[src/fl_consts.svh]
// timing, address, limit and reset constants of the flash led control block
`ifndef FL_CONSTS_SVH
`define FL_CONSTS_SVH

// ==========================================================
// timing, figures in their own units, cycles derived at 40 MHz
`define FL_CLK_NS 25
`define FL_TOFF_NS 100
`define FL_TLAT_US 97
`define FL_TEND_US 405
`define FL_STEP_US 156250
`define FL_TOFF_CYC ((`FL_TOFF_NS + `FL_CLK_NS - 1) / `FL_CLK_NS)
`define FL_TLAT_CYC ((`FL_TLAT_US * 1000 + `FL_CLK_NS - 1) / `FL_CLK_NS)
`define FL_TEND_CYC ((`FL_TEND_US * 1000 + `FL_CLK_NS - 1) / `FL_CLK_NS)
`define FL_STEP_CYC ((`FL_STEP_US * 1000) / `FL_CLK_NS)

// ==========================================================
// register addresses as pulse counts
`define FL_ADDR_FLASH 6'h01
`define FL_ADDR_TORCH 6'h02
`define FL_ADDR_DUR 6'h03
`define FL_ADDR_LB 6'h04
`define FL_ADDR_THR 6'h05

// ==========================================================
// largest accepted data value per register
`define FL_MAX_FLASH 6'h1F
`define FL_MAX_TORCH 6'h1F
`define FL_MAX_DUR 6'h07
`define FL_MAX_LB 6'h09
`define FL_MAX_THR 6'h1F

// ==========================================================
// reset values and current scaling
`define FL_RST_FLASH 5'h00
`define FL_RST_TORCH 5'h00
`define FL_RST_DUR 3'h7
`define FL_RST_LB 4'h0
`define FL_RST_THR 5'h05
`define FL_FLASH_DEF_CODE 5'h1A
`define FL_TORCH_DEF_CODE 5'h1A
`define FL_FLASH_MAX_MA 16'h04B0
`define FL_TORCH_MAX_MA 16'h012C
`define FL_THR_STEP_MA 16'h0032
`define FL_CODE_FULL 16'h001F

`endif

[src/fl_pkg.sv]
// types shared by the flash led control block
`default_nettype none

package fl_pkg;
   typedef enum logic [2:0] {FL_SHUT, FL_IDLE, FL_WORD, FL_GAP, FL_ERR} fl_state_e;

   typedef struct packed {
      logic [4:0] flash;
      logic [4:0] torch;
      logic [2:0] duration;
      logic [3:0] low_batt;
      logic [4:0] threshold;
   } fl_regs_s;

   typedef struct packed {
      logic [5:0] addr;
      logic [5:0] data;
   } fl_frame_s;

   typedef logic [10:0] fl_ma_t;
endpackage

`default_nettype wire

[src/fl_ctrl.sv]
// single-wire control, mode logic and safety timer of the flash led driver
//
// Behaviour
// - line high enables the device, line low disables it
// - each pulse after the first on the line advances the data counter by one
// - an inactive high period after the pulses captures the counted word
// - a write is an address word followed by a data word
// - line low beyond 405 us shuts down and restores all registers to default
// - five serial-writable registers: flash, torch, duration, threshold, low battery
// - a rising edge on the flash trigger pin starts flash
// - flash ends with trigger pin low and flash register cleared, or when the safety timer expires
// - writing flash register at address 1 starts flash, value sets current
// - flash current defaults near 1 A and never exceeds 1.2 A
// - torch register at address 2 starts torch; cleared value or timeout ends
// - torch current defaults near 250 mA, at most 300 mA, set by fraction
// - current above threshold is cut when the programmed duration expires
// - boost enable follows led driver activation exactly
// - the data counter is cleared to zero when a word begins
// - high longer than the latch timeout latches into shadow address or data
// - data above the register maximum discards the whole frame
`default_nettype none
`include "fl_consts.svh"

module fl_ctrl import fl_pkg::*; #(
   parameter int END_CYC = `FL_TEND_CYC,
   parameter int STEP_CYC = `FL_STEP_CYC,
   parameter int CNT_W = 15
) (
   input wire logic clk, // 40 MHz block clock
   input wire logic rst, // asynchronous reset, active high
   input wire logic serial_enable_line, // single-wire enable and data pin
   input wire logic flash_trigger_pin, // hardware flash start pin
   output var logic device_enabled, // high outside shutdown
   output var logic flash_active, // flash mode running
   output var logic torch_active, // torch mode running
   output var logic led_driver_on, // led current sink enabled
   output var logic boost_enable, // boost converter enable
   output var fl_ma_t led_current_ma, // programmed led current in mA
   output var fl_regs_s reg_values, // current register contents
   output var logic safety_expired, // pulse when the safety timer cuts current
   output var logic frame_error // pulse when a frame is discarded
);
   localparam logic [CNT_W-1:0] END_L = CNT_W'(END_CYC);
   localparam logic [CNT_W-1:0] LAT_L = CNT_W'(`FL_TLAT_CYC);
   localparam logic [CNT_W-1:0] TOFF_L = CNT_W'(`FL_TOFF_CYC);
   localparam int STEP_W = $clog2(STEP_CYC + 1);
   localparam logic [STEP_W-1:0] STEP_L = STEP_W'(STEP_CYC - 1);

   // ==========================================================
   // decoding helpers
   function automatic logic [5:0] fl_max(input logic [5:0] a);
      case (a)
         `FL_ADDR_FLASH: fl_max = `FL_MAX_FLASH;
         `FL_ADDR_TORCH: fl_max = `FL_MAX_TORCH;
         `FL_ADDR_DUR: fl_max = `FL_MAX_DUR;
         `FL_ADDR_LB: fl_max = `FL_MAX_LB;
         `FL_ADDR_THR: fl_max = `FL_MAX_THR;
         default: fl_max = 6'h00;
      endcase
   endfunction

   function automatic fl_ma_t fl_scale(input logic [4:0] code, input logic [15:0] full_ma);
      logic [15:0] prod;
      prod = 16'(code) * full_ma;
      fl_scale = fl_ma_t'(prod / `FL_CODE_FULL);
   endfunction

   // ==========================================================
   // pin synchronisation and line interval counters
   logic sel_s;
   logic fen_s;
   logic sel_d_r;
   logic fen_d_r;
   logic [CNT_W-1:0] low_cnt_r;
   logic [CNT_W-1:0] high_cnt_r;

   fl_sync #(.W(2)) u_sync (
      .clk(clk),
      .rst(rst),
      .d({serial_enable_line, flash_trigger_pin}),
      .q({sel_s, fen_s})
   );

   always_ff @(posedge clk or posedge rst) begin
      if (rst) begin
         sel_d_r <= 1'b0;
         fen_d_r <= 1'b0;
      end else begin
         sel_d_r <= sel_s;
         fen_d_r <= fen_s;
      end
   end

   always_ff @(posedge clk or posedge rst) begin
      if (rst) begin
         low_cnt_r <= '0;
      end else if (sel_s) begin
         low_cnt_r <= '0;
      end else if (low_cnt_r != '1) begin
         low_cnt_r <= low_cnt_r + 1'b1;
      end
   end

   always_ff @(posedge clk or posedge rst) begin
      if (rst) begin
         high_cnt_r <= '0;
      end else if (!sel_s) begin
         high_cnt_r <= '0;
      end else if (high_cnt_r != '1) begin
         high_cnt_r <= high_cnt_r + 1'b1;
      end
   end

   logic sel_rise;
   logic sel_fall;
   logic rise_ok;
   logic fen_rise;
   assign sel_rise = sel_s & ~sel_d_r;
   assign sel_fall = ~sel_s & sel_d_r;
   // a low shorter than the off time is a glitch and does not count
   assign rise_ok = sel_rise & (low_cnt_r >= TOFF_L);
   assign fen_rise = fen_s & ~fen_d_r;

   // ==========================================================
   // frame receiver
   fl_state_e state_r;
   logic [5:0] data_cnt_r;
   logic first_r;
   logic [1:0] words_r;
   fl_frame_s shadow_r;
   logic shut_go;
   logic latch_go;
   logic close_go;
   logic frame_ok;
   logic apply_r;

   assign shut_go = !sel_s && (low_cnt_r == END_L) && (state_r != FL_SHUT);
   assign latch_go = (state_r == FL_WORD) && sel_s && (high_cnt_r == LAT_L);
   assign close_go = (state_r == FL_GAP) && sel_s && (high_cnt_r == END_L);
   assign frame_ok = (words_r == 2'd2) && (shadow_r.addr >= `FL_ADDR_FLASH)
                     && (shadow_r.addr <= `FL_ADDR_THR)
                     && (shadow_r.data <= fl_max(shadow_r.addr));

   always_ff @(posedge clk or posedge rst) begin
      if (rst) begin
         state_r <= FL_SHUT;
      end else if (shut_go) begin
         state_r <= FL_SHUT;
      end else begin
         case (state_r)
            FL_SHUT: if (sel_s) state_r <= FL_IDLE;
            FL_IDLE: if (sel_fall) state_r <= FL_WORD;
            FL_WORD: begin
               if (latch_go) begin
                  state_r <= (words_r == 2'd2) ? FL_ERR : FL_GAP;
               end else if (!sel_s && low_cnt_r == LAT_L) begin
                  state_r <= FL_ERR;
               end
            end
            FL_GAP: begin
               if (sel_fall) begin
                  state_r <= FL_WORD;
               end else if (close_go) begin
                  state_r <= FL_IDLE;
               end
            end
            FL_ERR: if (sel_s && high_cnt_r == END_L) state_r <= FL_IDLE;
            default: state_r <= FL_SHUT;
         endcase
      end
   end

   // the first rise of a word only clears the counter, so n pulses carry n - 1 and zero is sendable
   always_ff @(posedge clk or posedge rst) begin
      if (rst) begin
         data_cnt_r <= 6'h00;
         first_r <= 1'b0;
      end else if (sel_fall && (state_r == FL_IDLE || state_r == FL_GAP)) begin
         data_cnt_r <= 6'h00;
         first_r <= 1'b1;
      end else if (state_r == FL_WORD && rise_ok) begin
         first_r <= 1'b0;
         if (first_r) begin
            data_cnt_r <= 6'h00;
         end else if (data_cnt_r != 6'h3F) begin
            data_cnt_r <= data_cnt_r + 6'h01;
         end
      end
   end

   always_ff @(posedge clk or posedge rst) begin
      if (rst) begin
         words_r <= 2'd0;
         shadow_r <= '0;
      end else if (state_r == FL_IDLE) begin
         words_r <= 2'd0;
      end else if (latch_go && words_r != 2'd2) begin
         words_r <= words_r + 2'd1;
         if (words_r == 2'd0) begin
            shadow_r.addr <= data_cnt_r;
         end else begin
            shadow_r.data <= data_cnt_r;
         end
      end
   end

   always_ff @(posedge clk or posedge rst) begin
      if (rst) begin
         apply_r <= 1'b0;
         frame_error <= 1'b0;
      end else begin
         apply_r <= close_go && frame_ok && !shut_go;
         frame_error <= (close_go && !frame_ok)
                        || (latch_go && words_r == 2'd2)
                        || (state_r == FL_WORD && !sel_s && low_cnt_r == LAT_L);
      end
   end

   // ==========================================================
   // register file, written only by closed valid frames and restored to defaults in shutdown
   logic flash_wr_on;
   logic torch_wr_on;
   assign flash_wr_on = apply_r && shadow_r.addr == `FL_ADDR_FLASH && shadow_r.data != 6'h00;
   assign torch_wr_on = apply_r && shadow_r.addr == `FL_ADDR_TORCH && shadow_r.data != 6'h00;

   always_ff @(posedge clk or posedge rst) begin
      if (rst) begin
         reg_values <= {`FL_RST_FLASH, `FL_RST_TORCH, `FL_RST_DUR, `FL_RST_LB, `FL_RST_THR};
      end else if (state_r == FL_SHUT) begin
         reg_values <= {`FL_RST_FLASH, `FL_RST_TORCH, `FL_RST_DUR, `FL_RST_LB, `FL_RST_THR};
      end else if (apply_r) begin
         case (shadow_r.addr)
            `FL_ADDR_FLASH: reg_values.flash <= shadow_r.data[4:0];
            `FL_ADDR_TORCH: reg_values.torch <= shadow_r.data[4:0];
            `FL_ADDR_DUR: reg_values.duration <= shadow_r.data[2:0];
            `FL_ADDR_LB: reg_values.low_batt <= shadow_r.data[3:0];
            `FL_ADDR_THR: reg_values.threshold <= shadow_r.data[4:0];
            default: reg_values <= reg_values;
         endcase
      end
   end

   assign device_enabled = (state_r != FL_SHUT);

   // ==========================================================
   // flash and torch modes
   always_ff @(posedge clk or posedge rst) begin
      if (rst) begin
         flash_active <= 1'b0;
      end else if (state_r == FL_SHUT) begin
         flash_active <= 1'b0;
      end else if (fen_rise || flash_wr_on) begin
         flash_active <= 1'b1;
      end else if (safety_expired) begin
         flash_active <= 1'b0;
      end else if (!fen_s && reg_values.flash == 5'h00) begin
         flash_active <= 1'b0;
      end
   end

   always_ff @(posedge clk or posedge rst) begin
      if (rst) begin
         torch_active <= 1'b0;
      end else if (state_r == FL_SHUT) begin
         torch_active <= 1'b0;
      end else if (torch_wr_on) begin
         torch_active <= 1'b1;
      end else if (safety_expired || reg_values.torch == 5'h00) begin
         torch_active <= 1'b0;
      end
   end

   // a zero code with the pin driving flash falls back to the default level
   logic [4:0] flash_code;
   logic [4:0] torch_code;
   fl_ma_t sel_ma;
   fl_ma_t thr_ma;
   assign flash_code = (reg_values.flash != 5'h00) ? reg_values.flash : `FL_FLASH_DEF_CODE;
   assign torch_code = (reg_values.torch != 5'h00) ? reg_values.torch : `FL_TORCH_DEF_CODE;
   // full code 31 maps to the ceiling, so no code can exceed it
   assign sel_ma = flash_active ? fl_scale(flash_code, `FL_FLASH_MAX_MA)
                 : fl_scale(torch_code, `FL_TORCH_MAX_MA);
   assign thr_ma = fl_scale(reg_values.threshold, `FL_THR_STEP_MA * `FL_CODE_FULL);

   always_ff @(posedge clk or posedge rst) begin
      if (rst) begin
         led_driver_on <= 1'b0;
         led_current_ma <= '0;
      end else begin
         led_driver_on <= flash_active || torch_active;
         led_current_ma <= (flash_active || torch_active) ? sel_ma : fl_ma_t'(0);
      end
   end

   assign boost_enable = led_driver_on;

   // ==========================================================
   // safety timer: duration code d allows d+1 steps above threshold
   logic [STEP_W-1:0] step_cnt_r;
   logic [2:0] step_idx_r;
   logic over_thr;
   logic mode_start;
   assign over_thr = (flash_active || torch_active) && (sel_ma > thr_ma);
   assign mode_start = fen_rise || flash_wr_on || torch_wr_on;

   always_ff @(posedge clk or posedge rst) begin
      if (rst) begin
         step_cnt_r <= '0;
         step_idx_r <= 3'd0;
         safety_expired <= 1'b0;
      end else begin
         safety_expired <= 1'b0;
         if (!over_thr || mode_start || safety_expired) begin
            step_cnt_r <= '0;
            step_idx_r <= 3'd0;
         end else if (step_cnt_r == STEP_L) begin
            step_cnt_r <= '0;
            if (step_idx_r == reg_values.duration) begin
               safety_expired <= 1'b1;
            end else begin
               step_idx_r <= step_idx_r + 3'd1;
            end
         end else begin
            step_cnt_r <= step_cnt_r + 1'b1;
         end
      end
   end
endmodule

`default_nettype wire

[src/fl_sync.sv]
// two-stage synchroniser for asynchronous pin inputs
`default_nettype none

module fl_sync #(
   parameter int W = 1
) (
   input wire logic clk, // block clock
   input wire logic rst, // asynchronous reset, active high
   input wire logic [W-1:0] d, // asynchronous inputs
   output var logic [W-1:0] q // synchronised outputs
);
   logic [W-1:0] meta_r;

   // first stage feeds only the second stage
   always_ff @(posedge clk or posedge rst) begin
      if (rst) begin
         meta_r <= '0;
         q <= '0;
      end else begin
         meta_r <= d;
         q <= meta_r;
      end
   end
endmodule

`default_nettype wire

[config.mk]
export PLATFORM = sky130hd
export DESIGN_NAME = fl_ctrl
export DESIGN_NICKNAME = d
export VERILOG_FILES = /design/src/fl_pkg.sv /design/src/fl_ctrl.sv /design/src/fl_sync.sv
export VERILOG_INCLUDE_DIRS = /design/src
export SDC_FILE = /design/constraint.sdc
export NUM_CORES = 1
export LEC_CHECK = 0
export BUFFER_PORTS_ARGS = -buffer_cell sky130_fd_sc_hd__buf_2
export CAP_MARGIN = 10
export CORE_MARGIN = 3
export CORE_UTILIZATION = 32
export CTS_BUF_LIST = sky130_fd_sc_hd__clkbuf_2 sky130_fd_sc_hd__clkbuf_4 sky130_fd_sc_hd__clkbuf_8
export DETAILED_ROUTE_END_ITERATION = 12
export PLACE_DENSITY = 0.59
export SLEW_MARGIN = 25
export SYNTH_ARGS = -nofsm -noshare
export SYNTH_HDL_FRONTEND = slang
export SYNTH_SLANG_ARGS = --single-unit
[constraint.sdc]
create_clock -name clk -period 12.7 [get_ports clk]
set_input_delay 1.905 -clock clk [delete_from_list [all_inputs] [get_ports clk]]
set_output_delay 1.905 -clock clk [all_outputs]
set_load 0.005 [all_outputs]
==> results.md, run 1 <==
- DRT Wirelength: 37900 um
- HPWL Detailed: 29500 um
- Status: complete, no violations
- Pwr Density: 116 mW/mm2
- DP Worst Slack: -56.8 ps
- CTS buffer count: 17
- GRT Total Usage: 16.8%
- Most used cell, CP: ha_4
- Critical path's slowest cell: dfstp_2
- Unique masters post-synth: 116
- Ports: 44
- Final Max Tran Viols: 0
- Skew-Pair Late Insertion Delay: 450 ps
- Leak: 6.81 nW
- Net Count, Synth: 1719
- Post-DP Area: 0.0147 mm2
- Final critical-path required period: 12200 ps
- Flops & latches, synth: 125
- Mapped Avg Cell Area: 8.06 um2
- Grt total ovfl: 0
- DRC: 0
- Chip height: 208 um
- Max IR drop VDD: 0.121 mV
- Worst Setup End Kind: flop
- Layout Nets: 1878
- Share of cells above drive strength 1: 22.5%
- ANT cells: 0
- Synth Instances: 1620
- CTS tree: yes
- Synthesis Warnings: 0
- Initial antenna violation count: 0
- Worst hold path class: reg -> reg
- Max Cap Viol: 0
- Starting density of the core: 32.6%
- Routed wire per std cell: 16.3 um
- PortBufs: 43
- Die area: 0.0432 mm2
- First DRT Iteration DRCs: 851
- Post-synth top flop: dfrtp_1
- Worst setup SP type: flop
- WP data arrival: 12530 ps
- CTS Buffer Depth: 2
- Post-Route Skew: 22.3 ps
- CP max stage delay: 580 ps
- Setup-failing EPs final: 0
- Gp weighted congestion: 0.913
- Die X: 208 um
- FFs w/ async S/R, synth: 100%
- Least-Margin Pin Slew: 856 ps
- Worst EP required: 13030 ps
- # rows: 73
- Largest net degree at the start of global routing: 68
- CTS Hold Bufs: 0
- CTS root buffer: clkbuf_8
- Vias per cell: 5.60
- Htree depth: 4
- Sink Count: 125
- Max_slew headroom: 42.9%
- Post-synthesis cell area: 0.0131 mm2
- First-pass GRT wire length: 61700 um
- CTS clk-pin slew, worst paths: 80 ps
- Core area: 0.0400 mm2
- Number of flops mapped to enable cells by yosys: 0
- Cell area after layout: 0.0157 mm2
- Max Clock Freq: 0.0820 GHz
- Post-synthesis sequential area ratio: 24.0%
- Final Hold Viols: 0
- Setup ws final: 498 ps
- Total number of vias: 12969
- Tcrit/Tclk final: 96.1%
- Final antenna-violating net count: 0
- Vias in the first global route: 12219
- Worst Path Class, Setup: reg -> reg
- Number of detailed-routing iterations run before antenna repair: 5
- Area delta synth->final: 20.0%
- Critical path peak fanout: 8
==> worst paths after layout <==
check | start | endpoint | slack, ps | cells past startpoint
worst max-delay path | reg_values[2] | safety_expired | 500 | 56
worst min register to register | u_sync.meta_r[1] | u_sync.q[1] | 350 | 0
min in group asynchronous | rst | step_cnt_r[11] | 1580 | 2
max in group asynchronous | rst | reg_values[18] | 9760 | 3
worst max register to register | reg_values[2] | safety_expired | 500 | 56
worst min-delay path | u_sync.meta_r[1] | u_sync.q[1] | 350 | 0
==> final cells by class <==
cell class / instances / area [um2]
fill: 4089 / 24300
multi-input combinational: 1367 / 9880
sequential: 125 / 3140
timing repair buffer: 192 / 1350
tap: 525 / 657
inverter: 76 / 293
clock buffer: 20 / 269
clock inverter: 12 / 86.3
==> Yosys cell counts, types with 9 or more instances <==
master	number	area (um2)
buf_2	11	55.1
nor3_1	37	185
nor2_1	187	702
clkbuf_1	40	150
a211o_1	11	96.3
mux2_2	18	203
a21oi_1	90	450
nand2b_1	16	100
nand2_1	128	480
and3_1	28	175
o22ai_1	10	62.6
xor2_1	57	499
nor4_1	19	119
or2_2	18	113
fa_1	9	180
o31ai_1	13	97.6
inv_1	73	274
a31o_2	11	96.3
dfrtp_1	120	3000
mux2i_1	32	320
ha_1	86	1080
nand3_1	56	280
xnor2_1	43	377
o21a_1	25	188
o211ai_1	23	173
a211oi_1	24	180
nand4b_1	10	87.6
or3_1	25	156
o21ai_0	72	360
o21ai_1	9	45.0
nor3b_1	9	67.6
a21o_1	21	158
nand4_1	31	194
and2_1	24	150
o21bai_1	9	67.6
a31oi_1	25	156
nor2b_1	23	144
==> per-layer routing <==
layer | routed length, um | vias to the layer above | global-route usage (%)
li1 | - | 6321 | -
met1 | 17600 | 6256 | 22.8
met2 | 17800 | 328 | 27.6
met3 | 1590 | 64 | 2.40
met4 | 935 | 0 | 5.44
met5 | 0 | - | 0
==> report_power, final <==
part | switching (W) | internal (W)
Clock | 0.000171 | 0.000148
Combinational | 0.000611 | 0.000452
Sequential | 0.0000210 | 0.000422
Total | 0.000803 | 0.00102
==> metrics by stage <==
step / hold slack, ps / instances / utilization [%] / TNS, ps / total power, W
finish: 352 / 2317 / 39.2 / 0 / 0.00183
global route: 369 / 2317 / 39.2 / -965 / 0.00198
CTS: 358 / 2298 / 37.8 / 0 / 0.00176
detailed placement: 339 / 2266 / 36.9 / -1060 / 0.00144
global placement: 335 / 2266 / 36.9 / 0 / 0.00142
floorplan: 331 / 1620 / - / 0 / 0.00116
==> repair_timing <==
action                     4_1_cts  5_1_grt
setup buffers                    0       16
pin swaps                        0       38
gates cloned                     0        3
gates resized for setup          3       89
setup endpoints to repair       23       27
==> critical path, delay by kind of cell (launching register included) <==
family | cells | cell delay, ps
multiplexers | 1 | 370
flip-flops | 1 | 580
AND/OR/NAND/NOR | 16 | 3290
AO/OA/AOI/OAI | 27 | 5260
buffers and inverters | 4 | 650
adder cells (fa/ha/maj) | 7 | 1840
XOR/XNOR | 1 | 90
==> logic make-up after synthesis <==
logic type | Yosys count | synth area share (%)
flops | 125 | 24.0
xor+xnor | 101 | 6.84
fa+ha+maj | 97 | 9.79
compound gates | 446 | 24.6
other cells | 1 | 0.0287
buf+inv | 131 | 4.03
mux | 52 | 4.27
simple gates | 667 | 26.5
==> flip-flops by register name, summed over array words and instances, names as in the netlist, 2 cells and up <==
name            flops
low_cnt_r          15
high_cnt_r         15
state_r             3
shadow_r           12
words_r             2
u_sync.q            2
step_idx_r          3
u_sync.meta_r       2
reg_values         22
led_current_ma     11
step_cnt_r         23
data_cnt_r          6
==> cell usage in the layout (no fill, tap or decap), types with 23 or more instances in the layout <==
master | netlist | routed
xnor2_1 | 43 | 42
nor3_1 | 37 | 32
ha_1 | 86 | 76
buf_4 | 2 | 146
nor2_1 | 187 | 181
a21oi_1 | 90 | 82
and2_1 | 24 | 24
inv_1 | 73 | 71
nand2_1 | 128 | 125
nand4_1 | 31 | 31
nand3_1 | 56 | 55
buf_2 | 11 | 43
and3_1 | 28 | 26
o21ai_0 | 72 | 67
or3_1 | 25 | 23
mux2i_1 | 32 | 29
xor2_1 | 57 | 56
a31oi_1 | 25 | 23
o211ai_1 | 23 | 23
o21a_1 | 25 | 25
dfrtp_1 | 120 | 119
Note: power is estimated with default switching activity, not from simulation.
==> inputs of run 2 (changes only) <==
--- a/config.mk
+++ b/config.mk
@@ -6,6 +6,7 @@
 export SDC_FILE = /design/constraint.sdc
 export NUM_CORES = 1
 export LEC_CHECK = 0
+export ABC_AREA = 1
 export BUFFER_PORTS_ARGS = -buffer_cell sky130_fd_sc_hd__buf_2
 export CAP_MARGIN = 10
 export CORE_MARGIN = 3
==> run 2 against run 1 <==
Count of clock-buffer cells in the layout grew 4; combinational power grew to 3.0 times the previous value; non-clock buffer count shrank 136; largest cell class unchanged; largest power group unchanged.
==> results.md, run 2 <==
- Internal power: 0.00172 W (was 0.00102 W)
- Net Count, Synth: 2073 (was 1719)
- Most common cell in the netlist: nand2_1 (was nor2_1)
- Worst setup SP type: flop (unchanged)
- WP data arrival: 11930 ps (was 12530 ps)
- CTS clk-pin slew, worst paths: 80 ps (about the same)
- Clock power frac: 9.2% (was 17.5%)
- Logic gate share of total power: 79.2% (was 58.2%)
- Synth Area in Compound Gates: 10.0% (was 24.6%)
- Flop-to-flop setup slack: 1120 ps (was 500 ps)
- Vias in the first global route: 11745 (was 12219)
- Fraction of post-synthesis cell area in the top cell type by area: 23.6% (was 23.0%)
- Largest register FFs: 23 (unchanged)
- Post-synthesis cell area: 0.0127 mm2 (was 0.0131 mm2)
- Mapped Avg Cell Area: 6.44 um2 (was 8.06 um2)
- XOR/XNOR share of the synthesized area: 4.27% (was 6.84%)
- Grt total ovfl: 0 (unchanged)
- Worst Path Class, Setup: reg -> reg (unchanged)
- Least-Margin Pin Slew: 1040 ps (was 856 ps)
- Max_slew headroom: 30.4% (was 42.9%)
- Status: complete, no violations (unchanged)
- GRT Total Usage: 16.0% (was 16.8%)
- Final antenna-violating net count: 0 (unchanged)
- First-pass GRT wire length: 56100 um (was 61700 um)
- Share of cells above drive strength 1: 10.8% (was 22.5%)
- Post-Synth Adder-Cell Area: 9.89% (was 9.79%)
- Worst EP required: 13050 ps (was 13030 ps)
- Number of detailed-routing iterations run before antenna repair: 6 (was 5)
- DRT Wirelength: 33500 um (was 37900 um)
- Htree depth: 4 (unchanged)
- Sequential share of power: 11.6% (was 24.3%)
- FFs w/ async S/R, synth: 100% (unchanged)
- Setup-failing EPs final: 0 (unchanged)
- Cell area after layout: 0.0141 mm2 (was 0.0157 mm2)
- Post-synth top flop: dfrtp_1 (unchanged)
- CTS Buffer Depth: 2 (unchanged)
- Final core occ: 36.2% (was 39.2%)
- Dpl cells: 2513 (was 2266)
- Final Hold Viols: 0 (unchanged)
- Starting density of the core: 32.6% (about the same)
- Post-synthesis sequential area ratio: 24.7% (was 24.0%)
- Worst Setup End Kind: flop (unchanged)
- Die area: 0.0421 mm2 (was 0.0432 mm2)
- PortBufs: 43 (unchanged)
- Core area: 0.0389 mm2 (was 0.0400 mm2)
- Ports: 44 (unchanged)
- DRC: 0 (unchanged)
- Largest family of logic cells by synthesized area: simple AND/OR/NAND/NOR gates (unchanged)
- Worst hold path class: reg -> reg (unchanged)
- Max Cap Viol: 0 (unchanged)
- Commonest non-fill, non-tap cell in the layout: nand2_1 (was nor2_1)
- Synth Instances: 1974 (was 1620)
- # rows: 72 (was 73)
- CP max stage delay: 610 ps (was 580 ps)
- Largest Register: step_cnt_r (unchanged)
- Mux cell area share after synthesis: 0.167% (was 4.27%)
- Critical path's slowest cell: dfstp_2 (unchanged)
- Post-DP Area: 0.0134 mm2 (was 0.0147 mm2)
- Critical path peak fanout: 15 (was 8)
- Layout Nets: 2124 (was 1878)
- Sw power: 0.00236 W (was 0.000803 W)
- Switching share of power: 57.9% (was 44.0%)
- Vias per cell: 4.87 (was 5.60)
- Max IR drop VDD: 0.190 mV (was 0.121 mV)
- Sink Count: 125 (unchanged)
- Largest registers: step_cnt_r (23), reg_values (22) (unchanged)
- ANT cells: 0 (unchanged)
- Post-synth top cells: nand2_1, inv_1, nor2_1, nand3_1, dfrtp_1 (was nor2_1, nand2_1, dfrtp_1, a21oi_1, ha_1)
- Area delta synth->final: 10.9% (was 20.0%)
- Most used cell, CP: nand2_1 (was ha_4)
- Flops & latches, synth: 125 (unchanged)
- Ranking of synthesized cells by area: dfrtp_1, nand2_1, inv_1 (was dfrtp_1, ha_1, nor2_1)
- Post-Route Skew: 17.5 ps (was 22.3 ps)
- Skew-Pair Late Insertion Delay: 450 ps (about the same)
- CTS root buffer: clkbuf_8 (unchanged)
- Pwr Density: 289 mW/mm2 (was 116 mW/mm2)
- Hold_ws: 349 ps (was 352 ps)
- CTS tree: yes (unchanged)
- Synthesis Warnings: 0 (unchanged)
- First DRT Iteration DRCs: 778 (was 851)
- Leak: 7.32 nW (was 6.81 nW)
- HPWL Detailed: 26600 um (was 29500 um)
- Synth area leader: dfrtp_1 (unchanged)
- Die X: 205 um (was 208 um)
- Largest net degree at the start of global routing: 66 (was 68)
- Setup total negative slack: 0 ps (unchanged)
- Cell Count, Final, Fillers Out: 2556 (was 2317)
- Final Max Tran Viols: 0 (unchanged)
- Total number of vias: 12442 (was 12969)
- Most frequent cells in the layout: nand2_1, inv_1, nor2_1 (was nor2_1, buf_4, nand2_1)
- CTS buffer count: 17 (unchanged)
- Routed wire per std cell: 13.1 um (was 16.3 um)
- Number of flops mapped to enable cells by yosys: 0 (unchanged)
- Initial antenna violation count: 1 (was 0)
- Max Clock Freq: 0.0864 GHz (was 0.0820 GHz)
- Synth Area in Simple Gates: 39.7% (was 26.5%)
- Gp weighted congestion: 0.889 (was 0.913)
- Final critical-path required period: 11580 ps (was 12200 ps)
- Tcrit/Tclk final: 91.2% (was 96.1%)
- Unique masters post-synth: 61 (was 116)
- Chip height: 205 um (was 208 um)
## run 2: power groups by stage
stage,Clock [W],Sequential [W],Combinational [W]
3_3_place_gp,0,0.000482,0.00307
6_report,0.000373,0.000474,0.00323
2_1_floorplan,0,0.000470,0.00247
3_5_place_dp,0,0.000482,0.00309
4_1_cts,0.000385,0.000475,0.00311
5_1_grt,0.000404,0.000480,0.00366
## run 2: worst max-delay path: cells and delay by family, from the launching register on
| kind | cells | cell delay (ps) |
|---|---|---|
| AOI/OAI and AO/OA | 10 | 1500 |
| adders and majority gates | 6 | 1690 |
| buffers and inverters | 9 | 950 |
| DFF | 1 | 610 |
| and+or+nand+nor | 58 | 6650 |
## run 2: layout make-up
class                      instances  area [um2]
multi-input combinational       1487        8280
sequential                       125        3140
inverter                         338        1270
clock buffer                      24         312
fill                            4250       24800
tap                              518         648
timing repair buffer              56         325
clock inverter                     8         108
## run 2: kinds of logic after synthesis
logic type,after synthesis
compound gates,230
xor+xnor,62
fa+ha+maj,95
buf+inv,364
flops,125
mux,2
other cells,1
simple gates,1095
## run 2: metrics by stage
stage	total power, W	worst slack [ps]
detailed placement	0.00357	-184
finish	0.00407	1120
CTS	0.00397	115
global route	0.00455	-26.3
floorplan	0.00294	2610
global placement	0.00355	-71.6
## run 2: worst paths after layout
kind	startpoint	end	depth (start not counted)
setup / recovery	reg_values[2]	step_cnt_r[20]	83
setup reg to reg	reg_values[2]	step_cnt_r[20]	83
max in group asynchronous	rst	reg_values[14]	3
min in group asynchronous	rst	high_cnt_r[4]	2
hold / removal	u_sync.meta_r[0]	u_sync.q[0]	0
hold reg to reg	u_sync.meta_r[0]	u_sync.q[0]	0
## run 2: timing repair
item,CTS,global route
gates resized for setup,3,28
pin swaps,1,7
endpoints found under the setup margin,16,27
hold buffers,0,0
gates cloned,0,2
setup buffers,0,9
## run 2: layer usage
layer	up-vias	GRT usage [%]	share of wire (%)
li1	6457	-	-
met1	5759	20.7	47
met2	203	28.2	48
met3	23	2.53	3.7
met4	0	3.32	0.98
met5	-	0	0
==> inputs of run 3 (changes only) <==
--- a/config.mk
+++ b/config.mk
@@ -13,7 +13,7 @@
 export CORE_UTILIZATION = 32
 export CTS_BUF_LIST = sky130_fd_sc_hd__clkbuf_2 sky130_fd_sc_hd__clkbuf_4 sky130_fd_sc_hd__clkbuf_8
 export DETAILED_ROUTE_END_ITERATION = 12
-export PLACE_DENSITY = 0.59
+export PLACE_DENSITY = 0.58
 export SLEW_MARGIN = 25
 export SYNTH_ARGS = -nofsm -noshare
 export SYNTH_HDL_FRONTEND = slang
==> constraint.sdc (replaced) <==
create_clock -name clk -period 11.6 [get_ports clk]
set_input_delay 1.74 -clock clk [delete_from_list [all_inputs] [get_ports clk]]
set_output_delay 1.74 -clock clk [all_outputs]
set_load 0.005 [all_outputs]
==> run 3 against run 2 <==
Sequential cell count did not move; critical path depth up 2; final area increased by 8.0%; fmax up 6.3%; highest routed layer unchanged; via count is 3.6% higher; sequential share of layout area shrank 1.6 points; count of clock-buffer cells in the layout decreased by 4.
==> results.md, run 3 (synthesis gave the netlist of run 2 again) <==
- Share of cells above drive strength 1: 19.1% (was 10.8%)
- Core area: 0.0389 mm2 (unchanged)
- Crit-path leading delay family: simple AND/OR/NAND/NOR gates (unchanged)
- # rows: 72 (unchanged)
- ANT cells: 0 (unchanged)
- Final Max Tran Viols: 0 (unchanged)
- Max Cap Viol: 0 (unchanged)
- PortBufs: 43 (unchanged)
- Area delta synth->final: 19.7% (was 10.9%)
- Worst EP required: 11960 ps (was 13050 ps)
- GRT Total Usage: 16.1% (was 16.0%)
- Final antenna-violating net count: 0 (unchanged)
- Grt total ovfl: 0 (unchanged)
- Vias per cell: 4.91 (was 4.87)
- Gp weighted congestion: 0.922 (was 0.889)
- Max Clock Freq: 0.0918 GHz (was 0.0864 GHz)
- Htree depth: 4 (unchanged)
- Critical path peak fanout: 12 (was 15)
- Storage element area: 0.00314 mm2 (about the same)
- CP max stage delay: 620 ps (was 610 ps)
- HPWL Detailed: 27000 um (was 26600 um)
- Post-Route Skew: 21.2 ps (was 17.5 ps)
- CTS root buffer: clkbuf_8 (unchanged)
- Largest register FFs: 23 (unchanged)
- Cell area after layout: 0.0152 mm2 (was 0.0141 mm2)
- Die area: 0.0421 mm2 (unchanged)
- Most frequent cells in the layout: nand2_1, inv_1, nor2_1 (unchanged)
- Vias in the first global route: 11864 (was 11745)
- Number of detailed-routing iterations run before antenna repair: 7 (was 6)
- Status: complete, no violations (unchanged)
- Routed wire per std cell: 13.5 um (was 13.1 um)
- Worst hold path class: reg -> reg (unchanged)
- Chip height: 205 um (unchanged)
- Ports: 44 (unchanged)
- Critical path's slowest cell: dfstp_2 (unchanged)
- Largest Register: step_cnt_r (unchanged)
- Starting density of the core: 32.6% (unchanged)
- Largest registers: step_cnt_r (23), reg_values (22) (unchanged)
- CTS Hold Bufs: 0 (unchanged)
- Final Hold Viols: 0 (unchanged)
- Hold_ws: 350 ps (was 349 ps)
- Post-DP Area: 0.0137 mm2 (was 0.0134 mm2)
- CTS tree: yes (unchanged)
- Max_slew headroom: 24.0% (was 30.4%)
- Sink Count: 125 (unchanged)
- Commonest non-fill, non-tap cell in the layout: nand2_1 (unchanged)
- Multi-input gate area: 0.00894 mm2 (was 0.00828 mm2)
- Largest net degree at the start of global routing: 68 (was 66)
- Worst Path Class, Setup: reg -> reg (unchanged)
- CTS clk-pin slew, worst paths: 80 ps (about the same)
- Tcrit/Tclk final: 93.9% (was 91.2%)
- Worst Setup End Kind: flop (unchanged)
- First DRT Iteration DRCs: 741 (was 778)
- Least-Margin Pin Slew: 1140 ps (was 1040 ps)
- Worst setup SP type: flop (unchanged)
- Crit path buffers/inverters: 10 (was 9)
- First-pass GRT wire length: 56100 um (about the same)
- Setup-failing EPs final: 0 (unchanged)
- Layout Nets: 2191 (was 2124)
- Skew-Pair Late Insertion Delay: 460 ps (was 450 ps)
- CTS Buffer Depth: 2 (unchanged)
- Flop-to-flop setup slack: 710 ps (was 1120 ps)
- Initial antenna violation count: 0 (was 1)
- DRT Wirelength: 35500 um (was 33500 um)
- WP data arrival: 11250 ps (was 11930 ps)
- Most used cell, CP: nand2_1 (unchanged)
- Total number of vias: 12885 (was 12442)
- Final critical-path required period: 10890 ps (was 11580 ps)
- CTS buffer count: 17 (unchanged)
- DRC: 0 (unchanged)
- Fillers: 4117 (was 4250)
- Die X: 205 um (unchanged)
run 3: what timing repair did:
action	CTS	global route
gates cloned	0	8
buffers inserted	0	45
endpoints found under the setup margin	27	27
gates resized for setup	4	192
pin swaps	0	53
run 3: final timing paths:
check	depth (start not counted)	to	start
worst max register to register	85	step_cnt_r[20]	reg_values[2]
worst min register to register	0	u_sync.q[0]	u_sync.meta_r[0]
worst min-delay path	0	u_sync.q[0]	u_sync.meta_r[0]
min in group asynchronous	2	low_cnt_r[2]	rst
worst max-delay path	85	step_cnt_r[20]	reg_values[2]
max in group asynchronous	3	reg_values[15]	rst
run 3: routing by layer:
metal / vias to the layer above / global-route usage, % / wire [um]
met1: 5971 / 20.6 / 16200
li1: 6606 / - / -
met4: 0 / 4.22 / 735
met3: 55 / 2.33 / 1160
met5: - / 0 / 0
met2: 253 / 28.3 / 17400
run 3: cell type report:
type	instances	share of cell area [%]
flip-flops and latches	125	20.6
well taps	518	4.26
clock buffers	20	1.77
multi-input cells	1492	58.8
inverters	338	8.42
repair buffers	118	5.42
clock inverters	12	0.724
run 3: stage by stage:
step | std cells | TNS [ps] | util [%] | setup WS (ps)
finish | 2623 | 0 | 39.1 | 710
global route | 2623 | -760 | 39.1 | -93.2
CTS | 2570 | 0 | 36.1 | 36.1
detailed placement | 2538 | -2420 | 35.1 | -209
global placement | 2538 | 0 | 35.1 | 113
floorplan | 1974 | 0 | - | 1510
run 3: worst reg2reg max path, delay by kind of cell, from the launching register on:
kind            cells  cell delay (ps)
xor+xnor            1              170
compound gates     10             1420
fa+ha+maj           6             1590
buf+inv            10             1300
simple gates       58             5730
flops               1              620
Power of run 3 is not shown: default switching activity piles up to over one toggle a cycle in this logic, so the estimate is an artifact.
